[src/rtl/brc_pkg.sv]
// Shared constants and types for the burst read configuration block.
// Assumes both link ends and the bench import it whole.
package brc_pkg;

  // Configuration register field positions
  localparam int RS_BIT = 15;
  localparam int XL_HI  = 14;
  localparam int XL_LO  = 11;
  localparam int YL_BIT = 9;
  localparam int RT_BIT = 8;
  localparam int BO_BIT = 7;
  localparam int CK_BIT = 6;
  localparam int AT_BIT = 3;
  localparam int BL_HI  = 2;
  localparam int BL_LO  = 0;

  // Value after reset: asynchronous random read
  localparam logic [15:0] CFG_RESET = 16'h8000;

  // Burst length codes
  localparam logic [2:0] BL_1    = 3'h4;
  localparam logic [2:0] BL_2    = 3'h5;
  localparam logic [2:0] BL_4    = 3'h1;
  localparam logic [2:0] BL_8    = 3'h2;
  localparam logic [2:0] BL_CONT = 3'h7;

  // First-access latency codes
  localparam logic [3:0] XL_7  = 4'h2;
  localparam logic [3:0] XL_8  = 4'h3;
  localparam logic [3:0] XL_9  = 4'h4;
  localparam logic [3:0] XL_10 = 4'h5;
  localparam logic [3:0] XL_11 = 4'h6;
  localparam logic [3:0] XL_12 = 4'h9;
  localparam logic [3:0] XL_13 = 4'hA;
  localparam logic [3:0] XL_14 = 4'hB;
  localparam logic [3:0] XL_16 = 4'hC;

  // Next-access latency in valid edges
  localparam logic [1:0] YL_ONE = 2'h1;
  localparam logic [1:0] YL_TWO = 2'h2;

  // Extra wait edges for an unaligned continuous start
  localparam logic [4:0] UNALIGN_EDGES = 5'h04;

  // Host register map and control bits
  localparam logic [3:0] HR_CTRL  = 4'h0;
  localparam logic [3:0] HR_CFG   = 4'h1;
  localparam logic [3:0] HR_ADDR  = 4'h2;
  localparam logic [3:0] HR_NEXT  = 4'h3;
  localparam logic [3:0] HR_WORDS = 4'h4;
  localparam logic [3:0] HR_STAT  = 4'h5;
  localparam logic [3:0] HR_DATA  = 4'h6;
  localparam int HC_START = 0;
  localparam int HC_X32   = 1;
  localparam int HC_HOLD  = 2;
  localparam int HC_PIPE  = 3;

  typedef enum logic [1:0] {
    ST_IDLE = 2'b00,
    ST_WAIT = 2'b01,
    ST_DATA = 2'b10
  } brc_state_t;

  typedef enum logic [1:0] {
    H_IDLE = 2'b00,
    H_ARM  = 2'b01,
    H_RUN  = 2'b10
  } brc_hstate_t;

  // Latency code to edges; reserved codes fall back to the slowest
  function automatic logic [4:0] brc_xlat(input logic [3:0] c);
    case (c)
      XL_7:    brc_xlat = 5'h07;
      XL_8:    brc_xlat = 5'h08;
      XL_9:    brc_xlat = 5'h09;
      XL_10:   brc_xlat = 5'h0A;
      XL_11:   brc_xlat = 5'h0B;
      XL_12:   brc_xlat = 5'h0C;
      XL_13:   brc_xlat = 5'h0D;
      XL_14:   brc_xlat = 5'h0E;
      default: brc_xlat = 5'h10;
    endcase
  endfunction

  // Length code to units; zero means continuous
  function automatic logic [3:0] brc_blen(input logic [2:0] c);
    case (c)
      BL_1:    brc_blen = 4'h1;
      BL_2:    brc_blen = 4'h2;
      BL_4:    brc_blen = 4'h4;
      BL_8:    brc_blen = 4'h8;
      default: brc_blen = 4'h0;
    endcase
  endfunction

endpackage

[src/rtl/brc_if.sv]
// Link between the host burst controller and the flash read logic.
// Assumes one system clock; every pin is a plain synchronous level.
`timescale 1ns/10ps
interface brc_if #(
  parameter int AW = 22
);
  logic          burst_clk;
  logic          ce_n;
  logic          lat_n;
  logic          adv_n;
  logic [AW-1:0] addr;
  logic          word32;
  logic          cfg_we;
  logic [15:0]   cfg_data;
  logic [31:0]   rdata;
  logic          ready;

  modport dev (
    input  burst_clk, ce_n, lat_n, adv_n, addr, word32, cfg_we, cfg_data,
    output rdata, ready
  );

  modport host (
    output burst_clk, ce_n, lat_n, adv_n, addr, word32, cfg_we, cfg_data,
    input  rdata, ready
  );
endinterface

[src/rtl/brc_device.sv]
// Flash read end: burst configuration register and read sequencer.
// Assumes the burst clock is a level sampled on clk_i and an array
// port that answers combinationally in the same cycle.
//
// Overview of operation
// - Read select bit: 0 burst, 1 asynchronous
// - First datum 7 to 16 edges after capture
// - Host uses latency 7 only for continuous
// - Latency field decodes to 7..14, plus 16
// - Next latency bit: one or two edges
// - Host picks latency by burst clock rate
// - Ready timing bit: now or one edge early
// - Ready output marks valid data at edge
// - Order bit: 0 interleaved, 1 sequential
// - Clock edge bit: 0 falling, 1 rising
// - Async type bit: random or latch controlled
// - Length field decodes 1,2,4,8 or continuous
// - Host limits continuous and eight-word bursts
// - Fixed bursts wrap inside their aligned block
// - Sequential adds, interleaved xors the offset
// - Unaligned continuous start adds wait edges
// - Host relatches six edges before last datum; brc_host relatches right after capture
// - Pipelining only for lengths four and eight
// - Ready low: no data, no address advance
// - Advance high suspends the burst output; brc_device still presents the first datum
// - Reset gives asynchronous random read mode
// - Continuous burst wraps to address zero
`timescale 1ns/10ps
module brc_device
  import brc_pkg::*;
#(
  parameter int AW = 22
) (
  // Clock and reset
  input  wire logic          clk_i,
  input  wire logic          nrst_i,
  // Link to the host controller
  brc_if.dev                 lnk,
  // Array read port
  output logic [AW-1:0]      mem_addr_o,
  input  wire logic [31:0]   mem_rdata_i,
  // Configuration view
  output logic [15:0]        cfg_o
);

  logic [15:0]   cfg_q;
  logic          k_q;
  brc_state_t    st_q;
  brc_state_t    st_d;
  logic [AW-1:0] base_q;
  logic [AW-1:0] base_d;
  logic [AW-1:0] step_q;
  logic [AW-1:0] step_d;
  logic [4:0]    cnt_q;
  logic [4:0]    cnt_d;
  logic [4:0]    tgt_q;
  logic [4:0]    tgt_d;
  logic [1:0]    gap_q;
  logic [1:0]    gap_d;
  logic          pend_q;
  logic          pend_d;
  logic [AW-1:0] pbase_q;
  logic [AW-1:0] pbase_d;
  logic [4:0]    pcnt_q;
  logic [4:0]    pcnt_d;
  logic [4:0]    ptgt_q;
  logic [4:0]    ptgt_d;
  logic [31:0]   data_q;
  logic          rdy_q;
  logic [AW-1:0] maddr_q;

  // Configuration decode
  wire           sync_w  = ~cfg_q[RS_BIT];
  wire [4:0]     xlat_w  = brc_xlat(cfg_q[XL_HI:XL_LO]);
  wire [1:0]     ylat_w  = cfg_q[YL_BIT] ? YL_TWO : YL_ONE;
  wire           early_w = cfg_q[RT_BIT];
  wire           seq_w   = cfg_q[BO_BIT];
  wire           rise_w  = cfg_q[CK_BIT];
  wire           latch_w = cfg_q[AT_BIT];
  wire [2:0]     blc_w   = cfg_q[BL_HI:BL_LO];
  wire           cont_w  = (blc_w == BL_CONT);
  wire [3:0]     len_w   = brc_blen(blc_w);
  wire [2:0]     omask_w = 3'(len_w - 4'h1);
  wire           pipe_ok_w = (blc_w == BL_4) | (blc_w == BL_8);

  // Valid edge of the burst clock, chosen by the edge bit
  wire           edge_w  = rise_w ? (lnk.burst_clk & ~k_q)
                                  : (~lnk.burst_clk & k_q);
  wire           ev_w    = edge_w & sync_w & ~lnk.ce_n;
  wire           cap_w   = ev_w & ~lnk.lat_n;

  // Start address in units: words, or double-words in x32
  wire [AW-1:0]  ua_w    = lnk.word32 ? {1'b0, lnk.addr[AW-1:1]}
                                      : lnk.addr;
  wire           unal_w  = cont_w & (|ua_w[1:0]);
  wire [4:0]     ctgt_w  = unal_w ? 5'(xlat_w + UNALIGN_EDGES)
                                  : xlat_w;

  // Burst order within the aligned block
  wire [2:0]     soff_w  = base_q[2:0];
  wire [2:0]     seqo_w  = 3'(soff_w + step_q[2:0]) & omask_w;
  wire [2:0]     into_w  = (soff_w ^ step_q[2:0]) & omask_w;
  wire [2:0]     off_w   = seq_w ? seqo_w : into_w;
  wire [AW-1:0]  fix_w   = (base_q & ~AW'(omask_w)) | AW'(off_w);
  wire [AW-1:0]  cua_w   = AW'(base_q + step_q);
  wire [AW-1:0]  top_w   = lnk.word32 ? {1'b0, {(AW-1){1'b1}}}
                                      : {AW{1'b1}};
  wire [AW-1:0]  nxt_w   = (cont_w ? cua_w : fix_w) & top_w;

  // When the next datum is due
  wire [4:0]     cnt1_w  = 5'(cnt_q + 5'h01);
  wire [1:0]     gap1_w  = (gap_q == YL_TWO) ? YL_TWO
                                             : 2'(gap_q + 2'h1);
  wire           wdue_w  = (st_q == ST_WAIT) & (cnt1_w >= tgt_q);
  wire           ddue_w  = (st_q == ST_DATA) & ~lnk.adv_n
                         & (gap1_w >= ylat_w);
  wire           due_w   = ev_w & (wdue_w | ddue_w);
  wire           last_w  = due_w & ~cont_w
                         & (4'(step_q[3:0] + 4'h1) == len_w);
  wire           pipe_w  = cap_w & (st_q != ST_IDLE) & pipe_ok_w
                         & ~last_w;

  // Sequencer next state
  always_comb begin
    st_d    = st_q;
    base_d  = base_q;
    step_d  = step_q;
    cnt_d   = cnt_q;
    tgt_d   = tgt_q;
    gap_d   = gap_q;
    pend_d  = pend_q;
    pbase_d = pbase_q;
    pcnt_d  = pcnt_q;
    ptgt_d  = ptgt_q;
    if (!sync_w || lnk.ce_n) begin
      st_d   = ST_IDLE;
      pend_d = 1'b0;
    end else if (ev_w) begin
      cnt_d = cnt1_w;
      gap_d = gap1_w;
      if (pend_q) begin
        pcnt_d = 5'(pcnt_q + 5'h01);
      end
      // Step moves only with a presented datum
      if (due_w) begin
        step_d = AW'(step_q + 1'b1);
        gap_d  = 2'h0;
        st_d   = ST_DATA;
      end
      // End of a fixed burst hands over to a queued one
      if (last_w) begin
        st_d   = pend_q ? ST_WAIT : ST_IDLE;
        base_d = pbase_q;
        step_d = '0;
        cnt_d  = 5'(pcnt_q + 5'h01);
        tgt_d  = ptgt_q;
        pend_d = 1'b0;
      end
      if (pipe_w) begin
        pend_d  = 1'b1;
        pbase_d = ua_w;
        pcnt_d  = 5'h00;
        ptgt_d  = ctgt_w;
      end else if (cap_w) begin
        st_d   = ST_WAIT;
        base_d = ua_w;
        step_d = '0;
        cnt_d  = 5'h00;
        tgt_d  = ctgt_w;
        pend_d = 1'b0;
      end
    end
  end

  // Early ready predicts the following valid edge
  wire           ndue_w  = ((st_d == ST_WAIT)
                            & (5'(cnt_d + 5'h01) >= tgt_d))
                         | ((st_d == ST_DATA) & ~lnk.adv_n
                            & ((3'(gap_d) + 3'h1) >= 3'(ylat_w)));
  wire           rnext_w = early_w ? ndue_w : due_w;
  wire [31:0]    rd_w    = lnk.word32 ? mem_rdata_i
                                      : {16'h0000, mem_rdata_i[15:0]};

  // Configuration register; holds until rewritten or reset
  always_ff @(posedge clk_i) begin
    if (!nrst_i) begin
      cfg_q <= CFG_RESET;
    end else if (lnk.cfg_we) begin
      cfg_q <= lnk.cfg_data;
    end
  end

  // Sequencer state and previous clock level
  always_ff @(posedge clk_i) begin
    if (!nrst_i) begin
      st_q    <= ST_IDLE;
      k_q     <= 1'b0;
      base_q  <= '0;
      step_q  <= '0;
      cnt_q   <= 5'h00;
      tgt_q   <= 5'h00;
      gap_q   <= 2'h0;
      pend_q  <= 1'b0;
      pbase_q <= '0;
      pcnt_q  <= 5'h00;
      ptgt_q  <= 5'h00;
    end else begin
      st_q    <= st_d;
      k_q     <= lnk.burst_clk;
      base_q  <= base_d;
      step_q  <= step_d;
      cnt_q   <= cnt_d;
      tgt_q   <= tgt_d;
      gap_q   <= gap_d;
      pend_q  <= pend_d;
      pbase_q <= pbase_d;
      pcnt_q  <= pcnt_d;
      ptgt_q  <= ptgt_d;
    end
  end

  // Output path; array address leads the datum by a cycle
  always_ff @(posedge clk_i) begin
    if (!nrst_i) begin
      data_q  <= 32'h0000_0000;
      rdy_q   <= 1'b0;
      maddr_q <= '0;
    end else if (sync_w) begin
      maddr_q <= nxt_w;
      if (due_w) begin
        data_q <= rd_w;
      end
      if (lnk.ce_n) begin
        rdy_q <= 1'b0;
      end else if (ev_w) begin
        rdy_q <= rnext_w;
      end
    end else begin
      // Latch mode freezes the address while latch enable is high
      if (!latch_w || !lnk.lat_n) begin
        maddr_q <= ua_w;
      end
      data_q <= rd_w;
      rdy_q  <= 1'b1;
    end
  end

  assign lnk.rdata  = data_q;
  assign lnk.ready  = rdy_q;
  assign mem_addr_o = maddr_q;
  assign cfg_o      = cfg_q;

endmodule

[src/flat_wrapper.sv]
// flat-port wrapper written by rule: the top's interface ports become plain ports
module brc_device_flat import brc_pkg::*;
#(
  parameter int AW = 22
)
  (clk_i, nrst_i, mem_addr_o, mem_rdata_i, cfg_o, lnk_burst_clk, lnk_ce_n, lnk_lat_n, lnk_adv_n, lnk_addr, lnk_word32, lnk_cfg_we, lnk_cfg_data, lnk_rdata, lnk_ready);
  brc_if #(.AW(AW)) lnk_i ();
  input  wire logic clk_i;
  input  wire logic nrst_i;
  output logic [AW-1:0] mem_addr_o;
  input  wire logic [31:0] mem_rdata_i;
  output logic [15:0] cfg_o;
  input wire logic [$bits(lnk_i.burst_clk)-1:0] lnk_burst_clk;
  input wire logic [$bits(lnk_i.ce_n)-1:0] lnk_ce_n;
  input wire logic [$bits(lnk_i.lat_n)-1:0] lnk_lat_n;
  input wire logic [$bits(lnk_i.adv_n)-1:0] lnk_adv_n;
  input wire logic [$bits(lnk_i.addr)-1:0] lnk_addr;
  input wire logic [$bits(lnk_i.word32)-1:0] lnk_word32;
  input wire logic [$bits(lnk_i.cfg_we)-1:0] lnk_cfg_we;
  input wire logic [$bits(lnk_i.cfg_data)-1:0] lnk_cfg_data;
  output wire logic [$bits(lnk_i.rdata)-1:0] lnk_rdata;
  output wire logic [$bits(lnk_i.ready)-1:0] lnk_ready;
  assign lnk_i.burst_clk = lnk_burst_clk;
  assign lnk_i.ce_n = lnk_ce_n;
  assign lnk_i.lat_n = lnk_lat_n;
  assign lnk_i.adv_n = lnk_adv_n;
  assign lnk_i.addr = lnk_addr;
  assign lnk_i.word32 = lnk_word32;
  assign lnk_i.cfg_we = lnk_cfg_we;
  assign lnk_i.cfg_data = lnk_cfg_data;
  assign lnk_rdata = lnk_i.rdata;
  assign lnk_ready = lnk_i.ready;
  brc_device #(.AW(AW)) u_core (.clk_i(clk_i), .nrst_i(nrst_i), .lnk(lnk_i), .mem_addr_o(mem_addr_o), .mem_rdata_i(mem_rdata_i), .cfg_o(cfg_o));
endmodule
[config.mk]
export PLATFORM = sky130hd
export DESIGN_NAME = brc_device_flat
export DESIGN_NICKNAME = d
export VERILOG_FILES = /design/src/rtl/brc_pkg.sv /design/src/rtl/brc_if.sv /design/src/rtl/brc_device.sv /design/src/flat_wrapper.sv
export SDC_FILE = /design/constraint.sdc
export NUM_CORES = 1
export LEC_CHECK = 0
export BUFFER_PORTS_ARGS = -buffer_cell sky130_fd_sc_hd__buf_2
export CORE_MARGIN = 2
export CORE_UTILIZATION = 25
export CTS_CLUSTER_DIAMETER = 120
export DETAILED_ROUTE_END_ITERATION = 6
export GPL_TIMING_DRIVEN = 0
export PLACE_DENSITY = 0.4
export SYNTH_ARGS = -nofsm -noshare
export SYNTH_HDL_FRONTEND = slang
export SYNTH_SLANG_ARGS = --single-unit
[constraint.sdc]
create_clock -name clk_i -period 4.5 [get_ports clk_i]
set_input_delay 0.225 -clock clk_i [delete_from_list [all_inputs] [get_ports clk_i]]
set_output_delay 0.225 -clock clk_i [all_outputs]
set_load 0.01 [all_outputs]
==> flow_metrics.py, run 1 <==
metrics = {
    "grt": {
        "grt_start_max_net_pins": 17,
        "grt_pass1_wl_um": 51100,
        "use_met3": 0.0273,
        "gr-total-overflow": 0,
        "track_usage": 0.173,
        "antenna_found_initial": 1,
        "grtUsageMet2": 0.280,
        "use_met1": 0.237,
        "gr-max-usage-layer": "met2",
        "first_global_vias": 8390,
    },
    "worst_setup_path": {
        "worstPathMaxFanout": 5,
        "rrSetupSlack_ns": 0.21,
        "arrival_ns": 4.63,
        "path_class": "flop to flop",
        "rr_startpoint": "u_core.cnt_q[0]",
        "timing.rr.end": "u_core.lnk.ready",
        "r2r_cells": 22,
        "cp-end-kind": "flop",
        "start_kind": "flop",
        "crit_required_ns": 4.84,
    },
    "die": {
        "num_rows": 71,
        "die_w_um": 198,
        "core-area_sq_mm": 0.0374,
        "dieArea_sq_mm": 0.0393,
        "initial_utilization": 0.252,
        "fp.dieH_um": 198,
        "pin_count": 149,
    },
    "logic_synthesis": {
        "ys_warn_count": 0,
        "syn_nets": 1272,
        "yosys_register_bits": 168,
        "yosysTopAreaCell": "dfxtp_1",
        "netlist_area_sq_mm": 0.00944,
        "synth.top_cell.area_share": 0.356,
        "syn_inst": 1146,
        "yosys-top-cells-area": "dfxtp_1, nand2_1, mux2i_1",
        "seq_area_frac_synth": 0.356,
        "synth_edf_count": 0,
        "synth.distinct_cells": 72,
        "synthArstFlopShare": 0,
        "syn_avg_cell_area_sq_um": 8.24,
        "synthFlopType": "dfxtp_1",
    },
    "clock_tree": {
        "insertion_delay_ns": 0.45,
        "cts_root_buffer": "clkbuf_16",
        "htree_levels": 4,
        "cts_sinks": 168,
        "cts_tree": "yes",
        "clock_path_buffers": 2,
        "cts_inserted_buffers": 17,
        "path_clk_slew_ns": 0.07,
    },
    "min_path": {
        "hp-start": "mem_rdata_i[12]",
        "hold_end": "u_core.lnk.rdata[12]",
        "min_path_type": "primary input to flop",
        "whs_path_depth": 3,
    },
    "power_and_ir_drop": {
        "power.density_mw_per_mm2": 313,
        "finalPower_mw": 3.66,
        "pwr-share-clk": 0.465,
        "p_sw_frac": 0.262,
        "switching_power_uw": 960,
        "combPwrFrac": 0.105,
        "internal-power_mw": 2.70,
        "p_seq_frac": 0.430,
        "vdd_ir_drop_max_mv": 0.273,
        "p_leak_nw": 5.60,
    },
    "final_layout": {
        "layout_common_cells": "nand2_1, dfxtp_1, buf_2",
        "syn2layout_area_growth_pct": 23.8,
        "nets": 1446,
        "layout.cells.non_filler": 1845,
        "layout-drive-gt1-share": 0.181,
        "design_area_sq_mm": 0.0117,
        "final_util": 0.312,
        "fillerInstances": 4049,
        "layout_commonest_cell": "nand2_1",
    },
    "sta": {
        "slew_viol_final": 0,
        "tightest_slew_ns": 0.938,
        "period_minus_slack_ns": 4.29,
        "setup_viol": 0,
        "final.period_utilization": 0.953,
        "fmax_mhz": 233,
        "hold_viol": 0,
        "setup_tns_ns": 0,
        "layout_setup_ws_ns": 0.210,
        "finClkSkew_ns": 0.0118,
        "maxSlewHeadroom": 0.375,
        "hold_ws_ns": 0.0241,
    },
    "detailed_routing": {
        "drtIter0Drc": 521,
        "ant_nets": 0,
        "firstDrtPassIters": 5,
        "drc": 0,
        "wl_um": 33900,
        "avgViaCountPerCell": 4.73,
        "route.detailed.wl_per_inst_um": 18.4,
        "via_count": 8731,
    },
    "placement": {
        "dp_worst_setup_slack_ns": -0.380,
        "gp_congestion": 0.831,
        "dp.cells": 1803,
        "io_buffers": 146,
        "place_area_sq_mm": 0.0108,
        "place_hpwl_um": 26200,
    },
    "run_status": {
        "outcome": "finished, final reports clean",
    },
    "run": {
        "drv_cap": 0,
    },
}
worst max-delay path: stages, from the launching register on:
cell,delay [ns]
dfxtp_4,0.38
ha_1,0.19
nand3_1,0.12
xnor2_2,0.16
ha_1,0.30
and4b_1,0.20
a21oi_2,0.24
a21oi_4,0.09
buf_6,0.14
nand2_4,0.09
mux2_2,0.34
a22oi_2,0.19
inv_1,0.07
ha_2,0.27
ha_1,0.27
a21oi_1,0.13
nor2b_1,0.06
o21ai_0,0.15
nand2b_1,0.09
a21oi_2,0.17
nor2_1,0.05
and2_1,0.15
o311a_1,0.32
area by class of cell:
| type | count | area, sq um | share of cell area |
|---|---|---|---|
| antenna | 1 | 2.50 | 0.000214 |
| buffer | 75 | 340 | 0.0291 |
| clock buffer | 20 | 447 | 0.0382 |
| clock inverter | 12 | 211 | 0.0181 |
| inverter | 29 | 109 | 0.00931 |
| multi-input combinational | 874 | 5750 | 0.492 |
| sequential | 168 | 3370 | 0.288 |
| tap | 511 | 639 | 0.0547 |
| timing repair buffer | 155 | 816 | 0.0698 |
worst max-delay path by stage:
stage	startpoint	to	slack [ns]	cells after the start
finish	u_core.cnt_q[0]	u_core.lnk.ready	0.21	22
detailed placement	u_core.cnt_q[0]	u_core.lnk.ready	-0.38	23
global route	u_core.cnt_q[0]	u_core.lnk.ready	-0.01	23
CTS	u_core.cnt_q[0]	u_core.lnk.ready	0.03	23
global placement	u_core.cnt_q[0]	u_core.lnk.ready	-0.44	23
floorplan	u_core.cnt_q[0]	u_core.lnk.ready	0.34	23
power groups by stage:
stage               combinational (mW)  clock (mW)  sequential (mW)
global route                     0.426        1.79             1.58
global placement                 0.381           0             1.61
floorplan                        0.191           0             1.62
finish                           0.384        1.70             1.57
detailed placement               0.382           0             1.61
CTS                              0.386        1.74             1.57
registers in the layout (all words and copies together), names as in the netlist:
| register | flops |
|---|---|
| u_core.pcnt_q | 5 |
| u_core.lnk.ready | 1 |
| u_core.cnt_q | 5 |
| u_core.pend_q | 1 |
| u_core.cfg_o | 16 |
| u_core.pbase_q | 22 |
| u_core.lnk.rdata | 32 |
| u_core.base_q | 22 |
| u_core.ptgt_q | 5 |
| u_core.xlat_w | 5 |
| u_core.step_q | 22 |
| u_core.k_q | 1 |
| u_core.gap_q | 2 |
| u_core.st_q | 2 |
| u_core.tgt_q | 5 |
| u_core.mem_addr_o | 22 |
repair_timing:
action                                 4_1_cts  5_1_grt
resized for setup                            7       30
pin swaps                                    2        5
buffers inserted                             5        2
setup endpoints to repair                    1        1
hold buffers                                 2        0
endpoints found under the hold margin        2        0
per-layer routing:
metal  share of wire  up-vias
met4           0.016        0
met5               0        -
li1                -     4359
met3           0.033       27
met2            0.47      153
met1            0.48     4192
Yosys cell counts (3+ instances only):
cell type,instances
clkbuf_1,56
and3_1,35
or3_1,9
a31oi_1,5
nor2_1,48
mux2_2,4
or2_2,5
xnor2_1,21
buf_6,4
nand2_1,223
a211oi_1,3
inv_1,29
o21ai_0,60
o211a_1,35
a22oi_1,3
o311ai_0,3
nand2b_1,15
nor2b_1,32
a21o_1,10
nor3_1,15
buf_1,4
o22ai_1,5
buf_2,11
nand3b_1,4
o211ai_1,11
ha_1,46
nand4_1,7
mux2i_1,67
xor2_1,22
a21oi_1,50
dfxtp_1,168
and2_1,16
nand3_1,38
a21boi_0,34
logic make-up after synthesis:
group | Yosys count | synth area share
fa+ha+maj | 48 | 0.0652
xor+xnor | 43 | 0.0399
simple gates | 464 | 0.234
mux | 71 | 0.0758
buf+inv | 104 | 0.0460
flops | 168 | 0.356
compound gates | 248 | 0.182
(Power assumes the default switching activity.)
==> run 2, diff against run 1 <==
ABC_AREA = 1   (was not set)
BUFFER_PORTS_ARGS = not set   (was -buffer_cell sky130_fd_sc_hd__buf_2)
DONT_BUFFER_PORTS = 1   (was not set)
PLACE_DENSITY = not set   (was 0.4)
==> run 2 against run 1 <==
Effect of this change:
- combinational power down 17%
- setup slack better by 0.15 ns
- first-iteration DRC count up 31%
- total power down 5.1%
- clock power down 10%
- fmax up 3.6%
- highest routed layer unchanged
==> flow_metrics.py, run 2 <==
metrics = {
    "power_and_ir_drop": {
        "power.density_mw_per_mm2": 310,
        "combPwrFrac": 0.091,
        "p_seq_frac": 0.468,
        "p_sw_frac": 0.278,
        "internal-power_mw": 2.51,
        "vdd_ir_drop_max_mv": 0.291,
        "pwr-share-clk": 0.441,
        "p_leak_nw": 4.48,
        "switching_power_uw": 966,
        "finalPower_mw": 3.47,
    },
    "worst_setup_path": {
        "path_class": "flop to flop",
        "start_kind": "flop",
        "arrival_ns": 4.45,
        "worstPathMaxFanout": 10,
        "crit_required_ns": 4.81,
        "cpMaxStageDelayCell": "dfxtp_1",
        "cpPeakStageDelay_ns": 0.37,
        "cp-end-kind": "flop",
    },
    "logic_synthesis": {
        "synth.top_cell.area_share": 0.355,
        "yosysMostFrequentCell": "nand2_1",
        "synth_fa_ha_area_frac": 0.0650,
        "netlist_area_sq_mm": 0.00948,
        "yosysTopAreaCell": "dfxtp_1",
        "syn_avg_cell_area_sq_um": 7.25,
        "yosys-top-cells-area": "dfxtp_1, nand2_1, nor2_1",
        "synth-simple-area-share": 0.224,
        "synthArstFlopShare": 0,
        "seq_area_frac_synth": 0.355,
        "synthTopCellsByCount": "nand2_1, nor2_1, dfxtp_1, inv_1, o21ai_0",
        "synth-xor-area-share": 0.0360,
        "ys_warn_count": 0,
        "syn_inst": 1307,
        "synth_top_family_by_area": "simple AND/OR/NAND/NOR gates",
        "synth_edf_count": 0,
        "yosys_register_bits": 168,
        "syn_nets": 1433,
        "synth.distinct_cells": 57,
        "synth_compound_gate_area_share": 0.218,
        "synth_mux_area_frac": 0.00753,
        "synthFlopType": "dfxtp_1",
    },
    "run": {
        "drv_cap": 0,
    },
    "sta": {
        "finClkSkew_ns": 0.00753,
        "setup_viol": 0,
        "fmax_mhz": 241,
        "grt_setup_unrepaired": "no",
        "tightest_slew_ns": 0.802,
        "hold_viol": 0,
        "setup_tns_ns": 0,
        "period_minus_slack_ns": 4.14,
        "maxSlewHeadroom": 0.465,
        "final.period_utilization": 0.920,
        "slew_viol_final": 0,
    },
    "grt": {
        "grt_pass1_wl_um": 48200,
        "track_usage": 0.158,
        "gr-total-overflow": 0,
        "antenna_found_initial": 1,
        "grt_start_max_net_pins": 17,
        "first_global_vias": 8844,
    },
    "clock_tree": {
        "post-cts-setup-buffers": 0,
        "cts_inserted_buffers": 17,
        "cts_sinks": 168,
        "htree_levels": 4,
        "path_clk_slew_ns": 0.07,
        "insertion_delay_ns": 0.44,
        "cts_root_buffer": "clkbuf_16",
        "cts_tree": "yes",
        "clock_path_buffers": 2,
    },
    "placement": {
        "place_hpwl_um": 24100,
        "io_buffers": 0,
        "gp_congestion": 0.888,
    },
    "detailed_routing": {
        "routed.top_layer": "met4",
        "ant_nets": 0,
        "wl_um": 31000,
        "drtIter0Drc": 681,
        "avgViaCountPerCell": 4.82,
        "wl_met1_um": 13800,
        "route.detailed.wl_per_inst_um": 16.4,
        "met3_length_um": 2790,
        "dr_wl_met2_um": 14000,
        "via_count": 9138,
        "drc": 0,
        "firstDrtPassIters": 5,
    },
    "final_layout": {
        "layout_commonest_cell": "nand2_1",
        "syn2layout_area_growth_pct": 18.0,
        "layout-drive-gt1-share": 0.0896,
        "largest_register_ffs": 32,
        "layout_common_cells": "nand2_1, nor2_1, dfxtp_1",
        "nets": 1497,
    },
    "die": {
        "die_w_um": 199,
        "num_rows": 71,
        "core-area_sq_mm": 0.0375,
        "initial_utilization": 0.253,
        "pin_count": 149,
        "dieArea_sq_mm": 0.0395,
        "fp.dieH_um": 199,
    },
    "run_status": {
        "outcome": "finished, final reports clean",
    },
    "min_path": {
        "min_path_type": "primary input to flop",
    },
}
[run 2: cell count changes after synthesis, sizes merged, moves of 16 or more]
cell	change
inv	+122
a21oi	+59
o21ai	+76
a211oi	+16
nor2b	-32
and3	-35
o211a	-34
mux2i	-61
and2	-16
a21boi	-32
nor2	+131
clkbuf	-24
[run 2: metal layers]
layer	vias to the layer above	track usage
met4	0	0.0409
met1	4280	0.202
li1	4483	-
met2	339	0.258
met5	-	0
met3	36	0.0478
[run 2: area by class of cell]
type                       instances  area (sq um)
antenna                            1          2.50
buffer                            60           314
inverter                         154           583
multi-input combinational        925          5230
clock buffer                      18           439
fill                            4077         26300
tap                              511           639
clock inverter                    14           161
sequential                       168          3360
timing repair buffer              45           450
[run 2: metrics by stage]
stage / worst slack (ns) / utilization / cell area [sq um] / instances / hold WS (ns)
finish: 0.358 / 0.298 / 11200 / 1896 / 0.0140
CTS: 0.184 / 0.298 / 11200 / 1895 / 0.00700
floorplan: 0.871 / - / 9480 / 1307 / 0.318
detailed placement: 0.205 / 0.270 / 10100 / 1818 / 0.326
global route: 0.0533 / 0.298 / 11200 / 1895 / 0.00833
global placement: 0.233 / 0.270 / 10100 / 1818 / 0.323
[run 2: logic make-up after synthesis]
logic type	Yosys count
AOI/OAI and AO/OA	345
xor gates and xnor gates	39
adders and majority gates	48
buffers and inverters	214
DFF	168
muxes	7
and+or+nand+nor	486
[run 2: repair_timing]
item / 4_1_cts / 5_1_grt
hold endpoints to repair: 45 / 0
resized for setup: 0 / 4
endpoints found under the setup margin: 0 / 1
hold buffers: 45 / 0
[run 2: final timing paths]
path                           start                  to  slack (ns)  depth (start not counted)
setup / recovery     u_core.cnt_q[1]    u_core.lnk.ready        0.36                         28
hold reg to reg   u_core.pbase_q[11]  u_core.pbase_q[11]        0.46                          2
setup reg to reg     u_core.cnt_q[1]    u_core.lnk.ready        0.36                         28
hold / removal      lnk_cfg_data[14]    u_core.cfg_o[14]        0.01                          2
[run 2: power by group through the flow]
stage	Combinational (mW)	Sequential (mW)	Clock [mW]
2_1_floorplan	0.203	1.63	0
3_3_place_gp	0.274	1.66	0
3_5_place_dp	0.280	1.66	0
4_1_cts	0.312	1.62	1.55
5_1_grt	0.353	1.63	1.61
6_report	0.317	1.62	1.53
[run 2: critical path, delay by kind of cell (launching register included)]
family | cells | cell delay (ns)
XOR/XNOR | 2 | 0.33
adder cells (fa/ha/maj) | 4 | 1.02
flip-flops | 1 | 0.37
buffers and inverters | 5 | 0.42
AND/OR/NAND/NOR | 11 | 1.04
AO/OA/AOI/OAI | 6 | 0.84
==> run 3, diff against run 2 <==
--- a/config.mk
+++ b/config.mk
@@ -13,4 +13,5 @@
 export DONT_BUFFER_PORTS = 1
 export GPL_TIMING_DRIVEN = 0
+export REMOVE_ABC_BUFFERS = 1
 export SYNTH_ARGS = -nofsm -noshare
 export SYNTH_HDL_FRONTEND = slang
==> constraint.sdc (replaced) <==
create_clock -name clk_i -period 4.5 [get_ports clk_i]
set_input_delay 0.45 -clock clk_i [delete_from_list [all_inputs] [get_ports clk_i]]
set_output_delay 0.45 -clock clk_i [all_outputs]
set_load 0.01 [all_outputs]
==> run 3 against run 2 <==
Effect of this change:
- wire length is 7.4% lower
- total power decreased by 1.8%
- fmax shrank 1.1%
- non-clock buffer count fell by 91
- count of clock-buffer cells in the layout rose by 1
- sequential cell count did not move
- final area is 4.6% lower
- global-route usage shrank 1.4 points
- combinational power down 22%
- register-to-register slack got worse by 0.05 ns
==> flow_metrics.py, run 3 (synthesis results as in run 2) <==
metrics = {
    "clock_tree": {
        "cts_root_buffer": "clkbuf_16",
        "clock_path_buffers": 2,
        "cts_sinks": 168,
        "cts_inserted_buffers": 17,
        "cts_tree": "yes",
        "htree_levels": 4,
        "hold_buffers": 0,
        "insertion_delay_ns": 0.44,
        "path_clk_slew_ns": 0.07,
    },
    "sta": {
        "slew_viol_final": 0,
        "finClkSkew_ns": 0.00901,
        "setup_viol": 0,
        "final.period_utilization": 0.931,
        "period_minus_slack_ns": 4.19,
        "hold_viol": 0,
        "fmax_mhz": 239,
        "maxSlewHeadroom": 0.308,
        "tightest_slew_ns": 1.03,
    },
    "final_layout": {
        "antenna_cells": 0,
        "syn2layout_area_growth_pct": 12.6,
        "nets": 1411,
        "layout.cells.non_filler": 1809,
        "largest_register_ffs": 32,
        "layout_common_cells": "nand2_1, nor2_1, dfxtp_1",
        "layout-drive-gt1-share": 0.0971,
        "layout_commonest_cell": "nand2_1",
    },
    "min_path": {
        "min_path_type": "primary input to flop",
    },
    "detailed_routing": {
        "drtIter0Drc": 634,
        "wl_um": 28800,
        "firstDrtPassIters": 5,
        "avgViaCountPerCell": 4.78,
        "via_count": 8653,
        "ant_nets": 0,
        "route.detailed.wl_per_inst_um": 15.9,
        "drc": 0,
    },
    "worst_setup_path": {
        "arrival_ns": 4.52,
        "cp-end-kind": "flop",
        "path_class": "flop to flop",
        "worstPathMaxFanout": 12,
        "crit_required_ns": 4.83,
        "start_kind": "flop",
    },
    "grt": {
        "grt_start_max_net_pins": 73,
        "track_usage": 0.144,
        "first_global_vias": 8108,
        "gr-total-overflow": 0,
        "use_met1": 0.178,
        "grtUsageMet2": 0.239,
        "gr-max-usage-layer": "met2",
        "grt_pass1_wl_um": 43900,
        "antenna_found_initial": 3,
        "use_met3": 0.0471,
    },
    "run": {
        "drv_cap": 0,
    },
    "power_and_ir_drop": {
        "p_leak_nw": 4.23,
        "finalPower_mw": 3.41,
        "vdd_ir_drop_max_mv": 0.239,
        "power.density_mw_per_mm2": 319,
    },
    "die": {
        "pin_count": 149,
        "initial_utilization": 0.253,
        "num_rows": 71,
        "core-area_sq_mm": 0.0375,
        "dieArea_sq_mm": 0.0395,
        "fp.dieH_um": 199,
        "die_w_um": 199,
    },
    "placement": {
        "gp_congestion": 0.871,
        "dp.cells": 1760,
        "place_hpwl_um": 19800,
        "io_buffers": 0,
    },
    "run_status": {
        "outcome": "finished, final reports clean",
    },
}
[run 3: changes by cell type in the layout (fill, tap and decap cells not counted), moves of 3 or more]
cell | before | now
buf_1 | 6 | 0
buf_2 | 11 | 0
buf_4 | 2 | 11
buf_6 | 9 | 1
clkbuf_1 | 32 | 0
clkinv_4 | 3 | 0
dlygate4sd3_1 | 45 | 0
inv_6 | 5 | 8
[run 3: cell type report]
type	instances	area, sq um
clock buffers	19	453
clock inverters	13	154
fillers	4139	26800
inverters	154	589
multi-input cells	930	5340
flip-flops and latches	168	3360
well taps	511	639
repair buffers	14	129
[run 3: routing by layer]
| layer | up-vias | part of all wire |
|---|---|---|
| met5 | - | 0.0010 |
| met4 | 4 | 0.015 |
| met3 | 29 | 0.096 |
| met2 | 313 | 0.45 |
| met1 | 3975 | 0.43 |
| li1 | 4332 | - |
[run 3: stage by stage]
| stage | hold WS, ns | setup TNS (ns) | utilization | setup slack (ns) | area, sq um |
|---|---|---|---|---|---|
| global route | 0.0824 | -0.0299 | 0.285 | -0.0299 | 10700 |
| detailed placement | 0.440 | -3.23 | 0.262 | -1.27 | 9840 |
| global placement | 0.435 | -3.66 | 0.261 | -1.35 | 9800 |
| floorplan | 0.424 | 0 | - | 0.0194 | 9160 |
| finish | 0.0964 | 0 | 0.285 | 0.312 | 10700 |
| CTS | 0.0797 | -0.191 | 0.281 | -0.191 | 10500 |
[run 3: where the power goes]
group,internal [mW],leakage [nW],switching (mW)
clock network,0.865,0.298,0.678
logic,0.0855,2.56,0.161
registers,1.54,1.37,0.0761
[run 3: path summary, 6_finish.rpt]
| kind | startpoint | to | slack, ns | cells after the start |
|---|---|---|---|---|
| min reg2reg | u_core.ptgt_q[2] | u_core.ptgt_q[2] | 0.45 | 2 |
| max | u_core.cnt_q[0] | u_core.lnk.ready | 0.31 | 27 |
| min | lnk_burst_clk | u_core.k_q | 0.1 | 2 |
| max reg2reg | u_core.cnt_q[0] | u_core.lnk.ready | 0.31 | 27 |
[run 3: repair_timing]
action	4_1_cts	5_1_grt
pin swaps	2	2
setup buffers	2	10
setup endpoints to repair	19	15
cloned	3	2
gates resized for setup	4	14
[run 3: critical path: stages, from the launching register on]
cell	delay [ns]
dfxtp_2	0.35
ha_1	0.22
nand3_1	0.13
xor2_2	0.18
inv_1	0.06
ha_1	0.30
nand2_1	0.08
inv_1	0.04
a21oi_1	0.14
nand3_1	0.11
nand2_1	0.14
nand2_4	0.12
nand3_4	0.14
nand2_8	0.14
nand2_8	0.17
nand2_4	0.11
o22ai_4	0.21
ha_2	0.31
ha_1	0.27
a21oi_1	0.16
o21bai_1	0.08
a21o_1	0.15
a21oi_1	0.14
nor2_1	0.07
nand3_1	0.07
nand3_1	0.06
nand2_1	0.07
a21oi_1	0.05
